<file path="src/pms_pkg.sv">
// constants, register map and state layout of the program-memory strap latch
// assumes a single 50 MHz clock domain and an axi4-lite register port
`default_nettype none

package pms_pkg;

	// register map, byte addresses of aligned 32-bit words
	localparam logic [3:0] PMS_CTRL_OFS   = 4'h0;
	localparam logic [3:0] PMS_STATUS_OFS = 4'h4;

	// control register fields
	localparam int         PMS_CTRL_PULLUP_BIT = 0;
	localparam logic       PMS_CTRL_RESET      = 1'b1;

	// status register field positions
	localparam int PMS_ST_STRAP_LSB   = 0;
	localparam int PMS_ST_EXT_CLK_BIT = 3;
	localparam int PMS_ST_F48_BIT     = 4;
	localparam int PMS_ST_RSVD_BIT    = 5;
	localparam int PMS_ST_SAMPLE_BIT  = 6;
	localparam int PMS_ST_FLOAT_BIT   = 7;

	// strap decode values
	localparam logic [1:0] PMS_FREQ_24  = 2'h0;
	localparam logic [1:0] PMS_FREQ_48  = 2'h3;
	localparam logic [2:0] PMS_STRAP_RESET = 3'h0;

	// axi4-lite responses
	localparam logic [1:0] PMS_RESP_OKAY   = 2'h0;
	localparam logic [1:0] PMS_RESP_SLVERR = 2'h2;

	// strap phase: pins are straps while the chip is held, address lines afterwards
	typedef enum logic [0:0]
	{
		PMS_PH_STRAP = 1'b0,
		PMS_PH_RUN   = 1'b1
	} pms_phase_t;

	// all state of the strap latch
	typedef struct packed
	{
		logic [1:0]  rst_sync;
		logic [2:0]  strap_s1;
		logic [2:0]  strap_s2;
		pms_phase_t  phase;
		logic [2:0]  strap;
		logic [15:0] addr;
		logic [2:0]  low_oe;
		logic        pullup_en;
		logic        aw_got;
		logic [3:0]  aw_addr;
		logic        w_got;
		logic [31:0] w_data;
		logic [3:0]  w_strb;
		logic        bvalid;
		logic [1:0]  bresp;
		logic        rvalid;
		logic [31:0] rdata;
		logic [1:0]  rresp;
	} pms_state_t;

endpackage

`default_nettype wire

</file>
<file path="src/pms_strap_latch.sv">
// program-memory address pins that double as reset-time clock straps
// assumes the core address comes from clk_i logic and the pins from outside
//
// Function
// - data pins get software-controlled weak pull-ups
// - drive address bits fifteen to three
// - bit two is address outside reset
// - bit two is clock-drive strap, pulled down
// - latch bit-two strap at reset release
// - drop bit-two pull-down after release
// - drive strap 0 crystal, 1 external clock
// - drive strap 1 floats bit two in sleep
// - drive strap 0 keeps bit two driven
// - bits one, zero are frequency straps, pulled down
// - latch frequency straps at reset release
// - drop frequency pull-downs after release
// - 00 is 24MHz, 11 is 48MHz with external clock only, others reserved
// - frequency strap 1 floats its pin in sleep
// - frequency strap 0 keeps its pin driven
// - sample straps during reset, use release value
`timescale 1ns/1ps
`default_nettype none

module pms_strap_latch
	import pms_pkg::*;
(
	// clock and logic reset
	input  wire logic        clk_i,
	input  wire logic        rst_n_i,
	// chip reset pin, asynchronous to clk_i
	input  wire logic        chip_reset_n_i,
	// core side
	input  wire logic [15:0] cpu_addr_i,
	input  wire logic        idle_flag_i,
	input  wire logic        sleep_flag_i,
	input  wire logic        second_interrupt_input_i,
	// memory address pins
	output logic [12:0]      upper_code_addr_o,
	input  wire logic        code_addr_bit2_i,
	output logic             code_addr_bit2_o,
	output logic             code_addr_bit2_oe_o,
	input  wire logic [1:0]  code_addr_low_pair_i,
	output logic [1:0]       code_addr_low_pair_o,
	output logic [1:0]       code_addr_low_pair_oe_o,
	// pad resistor controls
	output logic [2:0]       strap_pulldown_en_o,
	output logic             code_data_bus_pullup_en_o,
	// decoded clock selection
	output logic             clock_drive_strap_o,
	output logic             clk_freq_48_o,
	output logic             clk_freq_reserved_o,
	// axi4-lite write address and data
	input  wire logic        s_axi_awvalid,
	output logic             s_axi_awready,
	input  wire logic [3:0]  s_axi_awaddr,
	input  wire logic        s_axi_wvalid,
	output logic             s_axi_wready,
	input  wire logic [31:0] s_axi_wdata,
	input  wire logic [3:0]  s_axi_wstrb,
	// axi4-lite write response
	output logic             s_axi_bvalid,
	input  wire logic        s_axi_bready,
	output logic [1:0]       s_axi_bresp,
	// axi4-lite read
	input  wire logic        s_axi_arvalid,
	output logic             s_axi_arready,
	input  wire logic [3:0]  s_axi_araddr,
	output logic             s_axi_rvalid,
	input  wire logic        s_axi_rready,
	output logic [31:0]      s_axi_rdata,
	output logic [1:0]       s_axi_rresp
);

	////////////////////////////////////////////////////////////////////////////
	// helpers

	// word decode shared by both bus directions
	function automatic logic pms_is_ctrl(input logic [3:0] a);
		pms_is_ctrl = (a[3:2] == PMS_CTRL_OFS[3:2]);
	endfunction

	function automatic logic pms_is_status(input logic [3:0] a);
		pms_is_status = (a[3:2] == PMS_STATUS_OFS[3:2]);
	endfunction

	////////////////////////////////////////////////////////////////////////////
	// state

	// one record holds every flop so reset and update stay in one place
	pms_state_t st_r;
	pms_state_t st_nxt;

	// helpers read only registered state or same-clock core inputs
	logic       float_cond;
	logic       ext_clk;
	logic       f48;
	logic       f_rsvd;
	logic       wr_fire;
	logic [31:0] status_word;

	// sleep condition: idle, wake interrupt negated, sleep flag set
	// only acted on in the run phase; while strapping the pins are inputs
	assign float_cond = idle_flag_i & ~second_interrupt_input_i & sleep_flag_i;

	// strap decode; crystal mode only ever runs at 24 MHz
	assign ext_clk = st_r.strap[2];
	assign f48     = ext_clk & (st_r.strap[1:0] == PMS_FREQ_48);
	assign f_rsvd  = (st_r.strap[1:0] != PMS_FREQ_24)
	               & (st_r.strap[1:0] != PMS_FREQ_48);

	// status word seen by software
	// the float bit shows the live condition, not a latched event
	always_comb
	begin
		status_word = 32'h0000_0000;
		status_word[PMS_ST_STRAP_LSB +: 3] = st_r.strap;
		status_word[PMS_ST_EXT_CLK_BIT]    = ext_clk;
		status_word[PMS_ST_F48_BIT]        = f48;
		status_word[PMS_ST_RSVD_BIT]       = f_rsvd;
		status_word[PMS_ST_SAMPLE_BIT]     = (st_r.phase == PMS_PH_STRAP);
		status_word[PMS_ST_FLOAT_BIT]      = (st_r.phase == PMS_PH_RUN) & float_cond;
	end

	// both halves of a write are held before it is carried out
	assign wr_fire = st_r.aw_got & st_r.w_got & ~st_r.bvalid;

	////////////////////////////////////////////////////////////////////////////
	// next-state logic

	always_comb
	begin
		st_nxt = st_r;

		// two-flop synchronisers; stage one feeds only stage two
		// straps and chip reset share the same delay, so a strap sample and
		// the reset level beside it were taken at the same instant
		st_nxt.rst_sync = {st_r.rst_sync[0], chip_reset_n_i};
		st_nxt.strap_s1 = {code_addr_bit2_i, code_addr_low_pair_i};
		st_nxt.strap_s2 = st_r.strap_s1;

		// strap phase follows the synchronised chip reset
		unique case (st_r.phase)
			PMS_PH_STRAP:
			begin
				// refresh only while the paired reset sample is still low; the
				// board may let go of a strap as soon as the chip reset pin rises
				if (st_r.rst_sync[1])
				begin
					st_nxt.phase = PMS_PH_RUN;
				end
				else
				begin
					st_nxt.strap = st_r.strap_s2;
				end
			end
			PMS_PH_RUN:
			begin
				if (!st_r.rst_sync[1])
				begin
					st_nxt.phase = PMS_PH_STRAP;
				end
			end
		endcase

		// address register; all sixteen bits track the core
		// upper pins stay driven through chip reset, only the strap pins turn round
		st_nxt.addr = cpu_addr_i;

		// low pins: inputs while strapping, else driven unless floated
		if (st_nxt.phase == PMS_PH_STRAP)
		begin
			st_nxt.low_oe = 3'h0;
		end
		else
		begin
			// a strap of 1 floats its pin in sleep, a 0 always drives
			st_nxt.low_oe = ~(st_nxt.strap & {3{float_cond}});
		end

		// write address channel
		// a second write is held off until the response has been taken
		if (s_axi_awvalid && !st_r.aw_got && !st_r.bvalid)
		begin
			st_nxt.aw_got  = 1'b1;
			st_nxt.aw_addr = s_axi_awaddr;
		end

		// write data channel
		if (s_axi_wvalid && !st_r.w_got && !st_r.bvalid)
		begin
			st_nxt.w_got  = 1'b1;
			st_nxt.w_data = s_axi_wdata;
			st_nxt.w_strb = s_axi_wstrb;
		end

		// carry out a write once both halves are in
		if (wr_fire)
		begin
			st_nxt.aw_got = 1'b0;
			st_nxt.w_got  = 1'b0;
			st_nxt.bvalid = 1'b1;
			st_nxt.bresp  = PMS_RESP_OKAY;
			if (pms_is_ctrl(st_r.aw_addr))
			begin
				if (st_r.w_strb[0])
				begin
					st_nxt.pullup_en = st_r.w_data[PMS_CTRL_PULLUP_BIT];
				end
			end
			else if (!pms_is_status(st_r.aw_addr))
			begin
				st_nxt.bresp = PMS_RESP_SLVERR;
			end
		end

		// write response
		if (st_r.bvalid && s_axi_bready)
		begin
			st_nxt.bvalid = 1'b0;
		end

		// read channel; status writes are ignored but acknowledged
		// unmapped words answer with an error and read as zero
		if (s_axi_arvalid && !st_r.rvalid)
		begin
			st_nxt.rvalid = 1'b1;
			st_nxt.rresp  = PMS_RESP_OKAY;
			st_nxt.rdata  = 32'h0000_0000;
			if (pms_is_ctrl(s_axi_araddr))
			begin
				st_nxt.rdata[PMS_CTRL_PULLUP_BIT] = st_r.pullup_en;
			end
			else if (pms_is_status(s_axi_araddr))
			begin
				st_nxt.rdata = status_word;
			end
			else
			begin
				st_nxt.rresp = PMS_RESP_SLVERR;
			end
		end
		else if (st_r.rvalid && s_axi_rready)
		begin
			st_nxt.rvalid = 1'b0;
		end
	end

	////////////////////////////////////////////////////////////////////////////
	// state register

	// reset assumes the chip is in reset: straps sampled, pins released
	// a logic reset alone re-enters strapping until the chip pin is seen high
	always_ff @(posedge clk_i or negedge rst_n_i)
	begin
		if (!rst_n_i)
		begin
			st_r           <= '0;
			st_r.phase     <= PMS_PH_STRAP;
			st_r.strap     <= PMS_STRAP_RESET;
			st_r.pullup_en <= PMS_CTRL_RESET;
			st_r.bresp     <= PMS_RESP_OKAY;
			st_r.rresp     <= PMS_RESP_OKAY;
		end
		else
		begin
			st_r <= st_nxt;
		end
	end

	////////////////////////////////////////////////////////////////////////////
	// outputs

	// address pins come straight from flops
	// a floated pin relies on the board or the memory to hold its level
	assign upper_code_addr_o       = st_r.addr[15:3];
	assign code_addr_bit2_o        = st_r.addr[2];
	assign code_addr_bit2_oe_o     = st_r.low_oe[2];
	assign code_addr_low_pair_o    = st_r.addr[1:0];
	assign code_addr_low_pair_oe_o = st_r.low_oe[1:0];

	// pull-downs only while strapping, the board must beat them for a 1
	assign strap_pulldown_en_o = {3{st_r.phase == PMS_PH_STRAP}};
	assign code_data_bus_pullup_en_o = st_r.pullup_en;

	// clock selection from the latched straps
	assign clock_drive_strap_o = ext_clk;
	assign clk_freq_48_o       = f48;
	assign clk_freq_reserved_o = f_rsvd;

	// bus handshakes
	// ready is combinational so a request is taken in the cycle it appears
	assign s_axi_awready = ~st_r.aw_got & ~st_r.bvalid;
	assign s_axi_wready  = ~st_r.w_got & ~st_r.bvalid;
	assign s_axi_bvalid  = st_r.bvalid;
	assign s_axi_bresp   = st_r.bresp;
	assign s_axi_arready = ~st_r.rvalid;
	assign s_axi_rvalid  = st_r.rvalid;
	assign s_axi_rdata   = st_r.rdata;
	assign s_axi_rresp   = st_r.rresp;

endmodule

`default_nettype wire

</file>
<file path="config.mk">
export PLATFORM = sky130hd
export DESIGN_NAME = pms_strap_latch
export DESIGN_NICKNAME = d
export VERILOG_FILES = /design/src/pms_pkg.sv /design/src/pms_strap_latch.sv
export SDC_FILE = /design/constraint.sdc
export NUM_CORES = 1
export LEC_CHECK = 0
export ABC_CLOCK_PERIOD_IN_PS = 3350
export BUFFER_PORTS_ARGS = -buffer_cell sky130_fd_sc_hd__buf_2
export CORE_MARGIN = 1.5
export CORE_UTILIZATION = 44
export DETAILED_ROUTE_END_ITERATION = 8
export GPL_ROUTABILITY_DRIVEN = 0
export PLACE_DENSITY = 0.88
export SLEW_MARGIN = 20
export SYNTH_ARGS = -nofsm -noshare
export SYNTH_HDL_FRONTEND = slang
export SYNTH_SLANG_ARGS = --single-unit
</file>
<file path="constraint.sdc">
create_clock -name clk_i -period 3.35 [get_ports clk_i]
set_clock_uncertainty 0.05 [all_clocks]
set_input_delay 0.1675 -clock clk_i [delete_from_list [all_inputs] [get_ports clk_i]]
set_output_delay 0.1675 -clock clk_i [all_outputs]
set_load 0.005 [all_outputs]
</file>
-- After elaboration in Yosys (flattened, before gate mapping)
Index checks and enable logic that the tools add are counted.
- bits in writable memories: 0
- logic and storage cells: 77
- output and inout bits: 67
- bits in read-only memories: 0
- flip-flop bits (word level): 112
- memories: 0
- latch bits: 0
- multiplexer cells: 19
- $mul: 0
- div/mod/pow operators: 0
- $lt $le $gt $ge: 0
- shift operators: 0
- reductions and logical operators: 19
- equal/unequal tests: 4
- $add $sub $neg: 0
- bitwise gates (word level): 17
- operator list (operator ; number):
    two-way mux 37 bit ; 1
    two-way mux 3 bit ; 4
    nonzero test 2 bit ; 5
    AND 1 bit ; 9
    two-way mux 2 bit ; 4
    two-way mux 8 bit ; 1
    logical AND 1 bit ; 7
    two-way mux 1 bit ; 7
    two-way mux 7 bit ; 1
    inverter 1 bit ; 6
    two-way mux 5 bit ; 1
    equality test 2 x 1 -> 1 bit, second input constant ; 2
    zero test 1 bit ; 4
    zero test 2 bit ; 2
    AND 3 bit ; 1
    inverter 3 bit ; 1
    AND reduction 3 bit ; 1
    equality test 2 bit, second input constant ; 1
    != test 2 bit, second input constant ; 1

-- Logic depth before layout (Yosys ltp)
Gate-level depths: netlist of run 1.
- word-level depth: 6
- mapped depth: 4

-- Worst setup path after synthesis of run 1
OpenSTA, ideal clock, no wires.
- path kind: reg2reg
- from: reg st_r (netlist bit s_axi_bvalid)
- to: reg st_r (netlist bit code_data_bus_pullup_en_o)
- clock period less this slack: 1.274 ns
- setup time: 0.085 ns
- data arrival time: 1.139 ns
- required time: 3.215 ns
- cell stages (with the launch flop): 4
- buffers on the path: 0
- path slack: 2.076 ns
- cell sequence: dfrtp_1 > nand3b_4 > nor4b_4 > mux2_1
- cells in the longest elaborated chain, start to end: 3
- ends and longest elaborated chain (element ; RTL line ; RTL):
    start: declaration ; pms_strap_latch.sv:90 ; pms_state_t st_r;
    start signal: assignment ; pms_strap_latch.sv:266 ; st_r <= st_nxt;
    inverter 1 bit ; pms_strap_latch.sv:125 ; assign wr_fire = st_r.aw_got & st_r.w_got & ~st_r.bvalid;
    AND 1 bit ; pms_strap_latch.sv:125 ;
    AND reduction 3 bit (no source line) ; - ;
No other way between the ends.
A chain may end at the register's enable or synchronous reset.

-- Final worst setup path of run 1
- from: reg st_r (netlist bit s_axi_rvalid)
- to: reg st_r (netlist bit s_axi_rdata[7])
- cells in the longest elaborated chain, start to end: 2
- ends and longest elaborated chain (element ; RTL line ; RTL):
    zero test 1 bit ; pms_strap_latch.sv:224 ; if (s_axi_arvalid && !st_r.rvalid)
    logical AND 1 bit ; pms_strap_latch.sv:224 ;
No other way between the ends.

==> results of run 1 <==
[metrics by stage]
stage                     cell area, sq um  worst slack (ns)   util  cells  power, mW
after detailed placement              2140              1.98  0.489    249       1.05
after global routing                  2500              1.86  0.569    280       1.57
final                                 2500              1.96  0.569    280       1.48
after floorplan                       2120              2.08      -    177      0.984
after CTS                             2480              1.94  0.566    279       1.51
after global placement                2140              2.01  0.489    249       1.03
[sequential cells by signal, indices dropped and copies added, names as in the netlist]
name,cells
code_addr_low_pair_oe_o,2
code_data_bus_pullup_en_o,1
s_axi_bresp,1
upper_code_addr_o,13
s_axi_rdata,7
s_axi_rresp,1
st_nxt,4
s_axi_rvalid,1
st_r,13
code_addr_bit2_o,1
s_axi_bvalid,1
code_addr_low_pair_o,2
code_addr_bit2_oe_o,1
clock_drive_strap_o,1
[per-layer routing]
metal,global-route usage,part of all wire,up-vias
li1,-,-,565
met1,0.136,0.39,540
met2,0.216,0.52,58
met3,0.0385,0.075,8
met4,0.0629,0.019,0
met5,0,0,-
[path summary, 6_finish.rpt]
| path | start | end | slack (ns) | cells after the start |
|---|---|---|---|---|
| hold reg to reg | st_nxt[105]$_DFF_PN0_ | st_r[105]$_DFF_PN0_ | 0.30 | 0 |
| min in group asynchronous | rst_n_i | code_addr_low_pair_o[1]$_DFF_PN0_ | 0.37 | 2 |
| setup reg to reg | s_axi_rvalid$_DFFE_PN0P_ | s_axi_rdata[7]$_DFFE_PN0P_ | 1.96 | 3 |
| max in group asynchronous | rst_n_i | code_data_bus_pullup_en_o$_DFFE_PN1P_ | 2.50 | 2 |
| hold / removal | s_axi_araddr[3] | s_axi_rdata[0]$_DFFE_PN0P_ | 0.02 | 2 |
| setup / recovery | s_axi_rvalid$_DFFE_PN0P_ | s_axi_rdata[7]$_DFFE_PN0P_ | 1.96 | 3 |
[layout make-up]
| cell class | instances | area, sq um | area share |
|---|---|---|---|
| Multi-Input combinational cell | 68 | 455 | 0.182 |
| Inverter | 4 | 15.0 | 0.00602 |
| Tap cell | 52 | 65.1 | 0.0261 |
| Timing Repair Buffer | 99 | 613 | 0.246 |
| Clock buffer | 6 | 82.6 | 0.0331 |
| Clock inverter | 2 | 37.5 | 0.0150 |
| Sequential cell | 49 | 1230 | 0.492 |
[kinds of logic after synthesis]
family / Yosys count
buffers and inverters: 60
adders and majority gates: 1
DFF: 49
muxes: 11
AOI/OAI and AO/OA: 15
and+or+nand+nor: 15
other: 1
[power by group]
group	leakage (nW)	internal [mW]	switching, mW	total (mW)
combinational	0.661	0.171	0.117	0.288
sequential	0.585	0.688	0.0762	0.764
clock	0.0574	0.243	0.186	0.428
total	1.30	1.10	0.379	1.48
[timing repair]
item	in CTS	in global routing
hold buffers	22	1
setup endpoints to repair	0	0
endpoints found under the hold margin	22	48
[cell usage in the layout, fill, tap and decap left out, drive strengths merged, types with 2 or more instances in the layout]
cell / n
buf: 76
dfrtp: 48
conb: 26
dlygate4sd3: 23
mux2: 10
clkbuf: 6
nor2: 4
inv: 4
a22o: 4
nand2: 3
a21boi: 3
nand2b: 2
o31ai: 2
o21ai: 2
[critical path, stage by stage (launching register included)]
cell	delay [ns]
dfrtp_1	0.40
nand2b_1	0.33
nor2_1	0.35
a32o_1	0.21
==> flow_metrics.tcl, run 1 <==
set metrics [dict create \
    outcome "complete, no violations" \
    yosysMostFrequentCell "buf_4" \
    clk_latency_ns 0.30 \
    p_per_area_mw_per_mm2 593 \
    fin_crit_ns 1.39 \
    wl_microns 3070 \
    fillers 375 \
    grt_start_max_net_pins 50 \
    critPathKind "register to register" \
    worst_ep_required_time_ns 3.54 \
    core_area_sq_mm 0.00438 \
    synth_cells 152 \
    p_leak_nw 1.30 \
    post-route-period-util 0.416 \
    die_w_microns 70.8 \
    arrival_ns 1.58 \
    rsz0062_at_grt "no" \
    detail_route.wl_per_cell_microns 11.0 \
    hold_class "primary input to register" \
    yosysTopAreaCell "dfrtp_1" \
    synth_enable_flop_cells 0 \
    synthAdderAreaFrac 0.00619 \
    setup_viol 0 \
    fmax_mhz 717 \
    synth_compound_area_frac 0.0551 \
    crit_path_end_kind "register" \
    io_buffers 76 \
    grt_pass1_wl_microns 4790 \
    synth_commonest_cells "buf_4, dfrtp_1, mux2_2" \
    grt_use_total 0.124 \
    synth.area.top_cells "dfrtp_1, buf_4, mux2_2" \
    cts_inserted_buffers 5 \
    firstDrtPassIters 3 \
    synth_top_family_by_area "buffers and inverters" \
    viasPerCell 4.18 \
    synth_mux_area_frac 0.0606 \
    die_area_sq_mm 0.00501 \
    die_h_microns 70.8 \
    finalSetupTns_ns 0 \
    cts.repair.resized 0 \
    grt_pass1_vias 1143 \
    drt_iter0_markers 37 \
    async_flop_share 1.00 \
    ys_ff_latch 49 \
    max_slew_margin 0.613 \
    pin_count 141 \
    drc 0 \
    grt.overflow.total 0 \
    drive_gt1_frac 0.421 \
    diodes 0 \
    synth_cell_types 27 \
    cts_tree "done" \
    synth_area_sq_mm 0.00202 \
    cap_violations 0 \
    vias 1171 \
    synth-simple-area-share 0.0551 \
    htree_levels 2 \
    cts_buffer_depth 2 \
    ant_nets 0 \
    synth_flop_cell "dfrtp_1" \
    clk_pin_slew_ns 0.08 \
    ys_warn_count 0 \
    cts_setup_buffers 0 \
    area_delta_synth_final_pct 23.5 \
    hpwlAfterDp_microns 2150 \
    grt_antenna_before_repair 0 \
    nets 302 \
    start_util 0.461 \
    synth_seq_area_share 0.607 \
    synthXorXnorAreaFrac 0 \
    hold_viol_final 0 \
    cts-root-buf "clkbuf_8" \
    whs_ns 0.0219 \
    worstMarginPinSlew_ns 0.581 \
    crit_fanout 12 \
    avgSynthCellArea_sq_um 13.3 \
    maxSlewViolCount 0 \
    critPathLaunchType "register" \
    cts_sinks 49 \
    synth_top_area_frac 0.594 \
    vdd_drop_max_uv 375 \
    num_rows 24 \
]
Power figures use the tool's default switching activity.
==> run 2: changes to the inputs <==
--- a/config.mk
+++ b/config.mk
@@ -5,13 +5,14 @@
 export SDC_FILE = /design/constraint.sdc
 export NUM_CORES = 1
 export LEC_CHECK = 0
-export ABC_CLOCK_PERIOD_IN_PS = 3350
+export ABC_AREA = 1
+export ABC_CLOCK_PERIOD_IN_PS = 1300
 export BUFFER_PORTS_ARGS = -buffer_cell sky130_fd_sc_hd__buf_2
 export CORE_MARGIN = 1.5
-export CORE_UTILIZATION = 44
+export CORE_UTILIZATION = 41
 export DETAILED_ROUTE_END_ITERATION = 8
 export GPL_ROUTABILITY_DRIVEN = 0
-export PLACE_DENSITY = 0.88
+export PLACE_DENSITY = 0.82
 export SLEW_MARGIN = 20
 export SYNTH_ARGS = -nofsm -noshare
 export SYNTH_HDL_FRONTEND = slang
==> constraint.sdc (replaced) <==
create_clock -name clk_i -period 1.3 [get_ports clk_i]
set_clock_uncertainty 0.05 [all_clocks]
set_input_delay 0.065 -clock clk_i [delete_from_list [all_inputs] [get_ports clk_i]]
set_output_delay 0.065 -clock clk_i [all_outputs]
set_load 0.005 [all_outputs]
==> flow_metrics.tcl, run 2 <==
set metrics [dict create \
    diodes 0 \
    grt.overflow.total 0 \
    synth_cell_types 18 \
    finalSetupTns_ns 0 \
    die_h_microns 73.9 \
    clkPwrFrac 0.258 \
    setup_viol 0 \
    timing.rr.start "s_axi_bvalid$_DFFE_PN0P_" \
    hold_class "primary input to register" \
    cts_setup_buffers 0 \
    synth_area_sq_mm 0.00206 \
    synth.area.top_cells "dfrtp_1, buf_4, nand2_1" \
    cts_tree "done" \
    drive_gt1_frac 0.340 \
    vdd_drop_max_uv 1130 \
    grt_antenna_before_repair 0 \
    crit_fanout 2 \
    start_util 0.430 \
    final_cell_mix "buf_2, dfrtp_1, nand2_1, dlygate4sd3_1, conb_1" \
    critPathLaunchType "register" \
    synth_commonest_cells "buf_4, dfrtp_1, nand2_1" \
    clk_pin_slew_ns 0.08 \
    hpwlAfterDp_microns 2390 \
    htree_levels 2 \
    intPower_mw 2.59 \
    nets 359 \
    p_leak_nw 1.45 \
    critPathKind "register to output port" \
    die_area_sq_mm 0.00546 \
    wl_microns 3380 \
    p_comb_frac 0.212 \
    cts_sinks 49 \
    fillers 455 \
    core_area_sq_mm 0.00479 \
    maxSlewViolCount 0 \
    crit_path_end_kind "output port" \
    power_mw 3.58 \
    async_flop_share 1.00 \
    firstDrtPassIters 4 \
    fin_crit_ns 1.24 \
    cts.repair.resized 0 \
    io_buffers 76 \
    num_rows 25 \
    p_per_area_mw_per_mm2 1360 \
    outcome "complete, no violations" \
    switching_power_mw 0.988 \
    synth_top_area_frac 0.583 \
    synth_seq_area_share 0.596 \
    viasPerCell 3.96 \
    p_seq_frac 0.530 \
    drt_iter0_markers 19 \
    grt_use_total 0.130 \
    arrival_ns 1.13 \
    ant_nets 0 \
    synth_flop_cell "dfrtp_1" \
    clk_latency_ns 0.29 \
    hold_viol_final 0 \
    avgSynthCellArea_sq_um 10.3 \
    pin_count 141 \
    synth_cells 199 \
    detail_route.wl_per_cell_microns 9.61 \
    sw_frac_of_total 0.276 \
    r2r_slack_ns 0.28 \
    rsz0062_at_grt "no" \
    reg2reg_depth 4 \
    drc 0 \
    ys_ff_latch 49 \
    hold_path_depth 4 \
    vias 1394 \
    fmax_mhz 805 \
    synth_enable_flop_cells 0 \
    reg2reg_to "st_r[42]$_DFFE_PN0P_" \
    post-route-period-util 0.956 \
    layout_commonest_cell "buf_2" \
    holdPathEnd "s_axi_rdata[7]$_DFFE_PN0P_" \
    cts-root-buf "clkbuf_8" \
    area_delta_synth_final_pct 27.9 \
    die_w_microns 73.9 \
    grt_pass1_wl_microns 5390 \
    holdCritStartpoint "second_interrupt_input_i" \
    yosysMostFrequentCell "buf_4" \
    grt_start_max_net_pins 23 \
    cts_inserted_buffers 5 \
    cap_violations 0 \
    grt_pass1_vias 1286 \
    cts_buffer_depth 2 \
    yosysTopAreaCell "dfrtp_1" \
    worst_ep_required_time_ns 1.19 \
    ys_warn_count 0 \
]
-- run 2: changes by cell type after synthesis, sizes merged, moves of 7 or more --
cell and change:
nand2 +38, mux2 -10, nor2 +7, o21ai +7, nand3 +8, inv +15
-- run 2: kinds of logic (layout without fill, tap and decap cells) --
| logic type | count (synthesis) | in the layout | synth area share |
|---|---|---|---|
| other | 1 | 26 | 0.00182 |
| AOI/OAI and AO/OA | 11 | 11 | 0.0267 |
| DFF | 49 | 49 | 0.596 |
| buffers and inverters | 74 | 135 | 0.235 |
| and+or+nand+nor | 63 | 63 | 0.134 |
| adders and majority gates | 1 | 1 | 0.00607 |
-- run 2: repair_timing --
item | CTS | global route
endpoints found under the hold margin | 49 | 0
hold buffers | 30 | 0
endpoints found under the setup margin | 0 | 0
-- run 2: worst max-delay path by stage --
stage               cells after the start                       endpoint  slack, ns                     start
floorplan                               3     s_axi_rdata[5]$_DFFE_PN0P_       0.34       st_r[100]$_DFF_PN0_
global placement                        3  clock_drive_strap_o$_DFF_PN0_       0.30       st_r[111]$_DFF_PN0_
detailed placement                      5     s_axi_rdata[1]$_DFFE_PN0P_       0.29  s_axi_rvalid$_DFFE_PN0P_
CTS                                     2            clk_freq_reserved_o       0.04       st_r[100]$_DFF_PN0_
global route                            2            clk_freq_reserved_o      0.003       st_r[100]$_DFF_PN0_
finish                                  2            clk_freq_reserved_o       0.06       st_r[100]$_DFF_PN0_
-- run 2: layout make-up --
| type | instances | area, sq um | area share |
|---|---|---|---|
| clock buffers | 7 | 96.3 | 0.0366 |
| clock inverters | 1 | 5.00 | 0.00190 |
| inverters | 19 | 71.3 | 0.0271 |
| multi-input cells | 101 | 442 | 0.168 |
| flip-flops and latches | 49 | 1230 | 0.466 |
| well taps | 67 | 83.8 | 0.0318 |
| repair buffers | 108 | 708 | 0.269 |
-- run 2: power by group through the flow --
stage	clock [mW]	combinational [mW]	sequential, mW
after floorplan	0	0.536	1.90
after global placement	0	0.667	1.92
final	0.922	0.759	1.90
after global routing	1.03	0.870	1.92
after CTS	0.961	0.760	1.90
after detailed placement	0	0.689	1.93
-- run 2: metrics by stage --
step | setup slack, ns | hold slack, ns | utilization | cells | instance area, sq um
6_report | 0.0575 | 0.0244 | 0.550 | 352 | 2630
5_1_grt | 0.00284 | 0.0252 | 0.550 | 352 | 2630
4_1_cts | 0.0445 | 0.0138 | 0.550 | 352 | 2630
3_5_place_dp | 0.292 | 0.0129 | 0.466 | 314 | 2230
3_3_place_gp | 0.304 | 0.00809 | 0.466 | 314 | 2230
2_1_floorplan | 0.338 | -0.281 | - | 224 | 2150
-- run 2: worst max-delay path, cell delays in order, from the launching register on --
cell and delay (ns):
dfrtp_1 0.38, ha_1 0.32, buf_2 0.14
-- run 2: routing by layer --
| metal | part of all wire | routed length [microns] | global-route usage | up-vias |
|---|---|---|---|---|
| met2 | 0.54 | 1810 | 0.227 | 52 |
| li1 | - | - | - | 692 |
| met3 | 0.056 | 190 | 0.0425 | 2 |
| met5 | 0 | 0 | 0 | - |
| met1 | 0.40 | 1360 | 0.151 | 648 |
| met4 | 0.0050 | 17 | 0.0370 | 0 |
==> run 3: changes to the inputs <==
--- a/config.mk
+++ b/config.mk
@@ -9,10 +9,11 @@
 export ABC_CLOCK_PERIOD_IN_PS = 1300
 export BUFFER_PORTS_ARGS = -buffer_cell sky130_fd_sc_hd__buf_2
 export CORE_MARGIN = 1.5
-export CORE_UTILIZATION = 41
+export CORE_UTILIZATION = 43
+export CTS_BUF_LIST = sky130_fd_sc_hd__clkbuf_4 sky130_fd_sc_hd__clkbuf_8
 export DETAILED_ROUTE_END_ITERATION = 8
 export GPL_ROUTABILITY_DRIVEN = 0
-export PLACE_DENSITY = 0.82
+export PLACE_DENSITY = 0.86
 export SLEW_MARGIN = 20
 export SYNTH_ARGS = -nofsm -noshare
 export SYNTH_HDL_FRONTEND = slang
==> flow_metrics.tcl, run 3 (synthesized netlist as in run 2, its figures left out) <==
set metrics [dict create \
    hold_viol_final 1 \
    vias 1372 \
    final_cell_mix "buf_2, dfrtp_1, nand2_1, dlygate4sd3_1, conb_1" \
    firstDrtPassIters 4 \
    start_util 0.460 \
    hold_class "primary input to register" \
    nets 358 \
    cap_violations 0 \
    grt_use_total 0.146 \
    met3_usage 0.0417 \
    dp_worst_setup_slack_ns 0.278 \
    layout_commonest_cell "buf_2" \
    drt_iter0_markers 31 \
    critPathKind "register to output port" \
    violations "hold timing" \
    pin_count 141 \
    power_mw 3.90 \
    grt_util_met2 0.266 \
    clk_latency_ns 0.29 \
    drive_gt1_frac 0.342 \
    fmax_mhz 805 \
    grt_antenna_before_repair 0 \
    globalRoute.busiestLayer "met2" \
    die_h_microns 72.2 \
    hpwlAfterDp_microns 2400 \
    cts-root-buf "clkbuf_8" \
    diodes 0 \
    setup_viol 0 \
    cts_inserted_buffers 5 \
    fin_crit_ns 1.24 \
    die_area_sq_mm 0.00521 \
    rsz0062_at_grt "no" \
    grtUsageMet1 0.159 \
    outcome "finished, violations left" \
    drc 0 \
    p_leak_nw 1.46 \
    wl_microns 3540 \
    area_delta_synth_final_pct 28.1 \
    num_rows 24 \
    core_area_sq_mm 0.00447 \
    critPathLaunchType "register" \
    crit_fanout 2 \
    crit_path_end_kind "output port" \
    viasPerCell 4.08 \
    ant_nets 0 \
    slowest_delay_ns 0.39 \
    layout_setup_ws_ns 0.0581 \
    place_area_sq_mm 0.00221 \
    worst_ep_required_time_ns 1.19 \
    post-route-cell-area_sq_mm 0.00264 \
    grt_pass1_wl_microns 5710 \
    whs_ns -0.0000297 \
    crit_buf_inv 1 \
    maxSlewViolCount 0 \
    die_w_microns 72.2 \
    grt.overflow.total 0 \
    grt_pass1_vias 1336 \
    clk_pin_slew_ns 0.09 \
    cts_tree "done" \
    finalSetupTns_ns 0 \
    p_per_area_mw_per_mm2 1480 \
    io_buffers 76 \
    cts_buffer_depth 2 \
    arrival_ns 1.13 \
    slowest_stage "dfrtp_1" \
    htree_levels 2 \
    cts_sinks 49 \
    cp_top_family "flip-flops" \
    vdd_drop_max_uv 910 \
    post-route-period-util 0.955 \
    path_cells "ha_1 > buf_2" \
    grt_start_max_net_pins 50 \
    detail_route.wl_per_cell_microns 10.5 \
]
==> run 3: cell count changes in the layout (fill, tap and decap cells not counted) <==
cell and change:
bufinv_16 +2, dlygate4sd3_1 -1, clkbuf_8 -2
==> run 3: final timing paths <==
| path | startpoint | slack, ns | cells after the start | endpoint |
|---|---|---|---|---|
| max in group asynchronous | rst_n_i | 0.70 | 3 | code_data_bus_pullup_en_o$_DFFE_PN1P_ |
| max | st_r[100]$_DFF_PN0_ | 0.06 | 2 | clk_freq_reserved_o |
| min in group asynchronous | rst_n_i | 0.23 | 3 | upper_code_addr_o[4]$_DFF_PN0_ |
| min reg2reg | st_nxt[104]$_DFF_PN0_ | 0.30 | 0 | st_r[104]$_DFF_PN0_ |
| max reg2reg | st_r[111]$_DFF_PN0_ | 0.26 | 3 | clock_drive_strap_o$_DFF_PN0_ |
| min | s_axi_awaddr[2] | -0.00003 | 3 | st_r[77]$_DFFE_PN0P_ |
==> run 3: through the flow <==
step                      instances  utilization
after floorplan                 224            -
after global placement          298        0.493
after detailed placement        298        0.493
after CTS                       335        0.588
after global routing            336        0.589
final                           336        0.589
==> run 3: tightest hold or removal path, cell delays in order <==
cell	delay (ns)
buf_2	0.07
nor2_1	0.04
a21oi_1	0.12
==> run 3: timing repair <==
item,CTS,global route
setup buffers,0,1
hold buffers,29,0
gates resized for setup,0,0
hold endpoints to repair,78,0
setup endpoints to repair,0,1
==> run 3: area by class of cell <==
| cell class | count | area, sq um |
|---|---|---|
| Multi-Input combinational cell | 101 | 442 |
| Tap cell | 52 | 65.1 |
| Clock inverter | 3 | 65.1 |
| Sequential cell | 49 | 1230 |
| Inverter | 19 | 71.3 |
| Timing Repair Buffer | 107 | 698 |
| Fill cell | 383 | 1840 |
| Clock buffer | 5 | 68.8 |
==> run 3: routing by layer <==
layer	vias to the layer above	routed length (microns)
met4	0	50
met2	53	1940
met5	-	0
li1	686	-
met3	7	193
met1	626	1350
==> run 3: report_power, final <==
| group | switching [mW] | internal [mW] | total [mW] |
|---|---|---|---|
| sequential | 0.144 | 1.75 | 1.90 |
| clock | 0.473 | 0.764 | 1.24 |
| combinational | 0.410 | 0.357 | 0.767 |
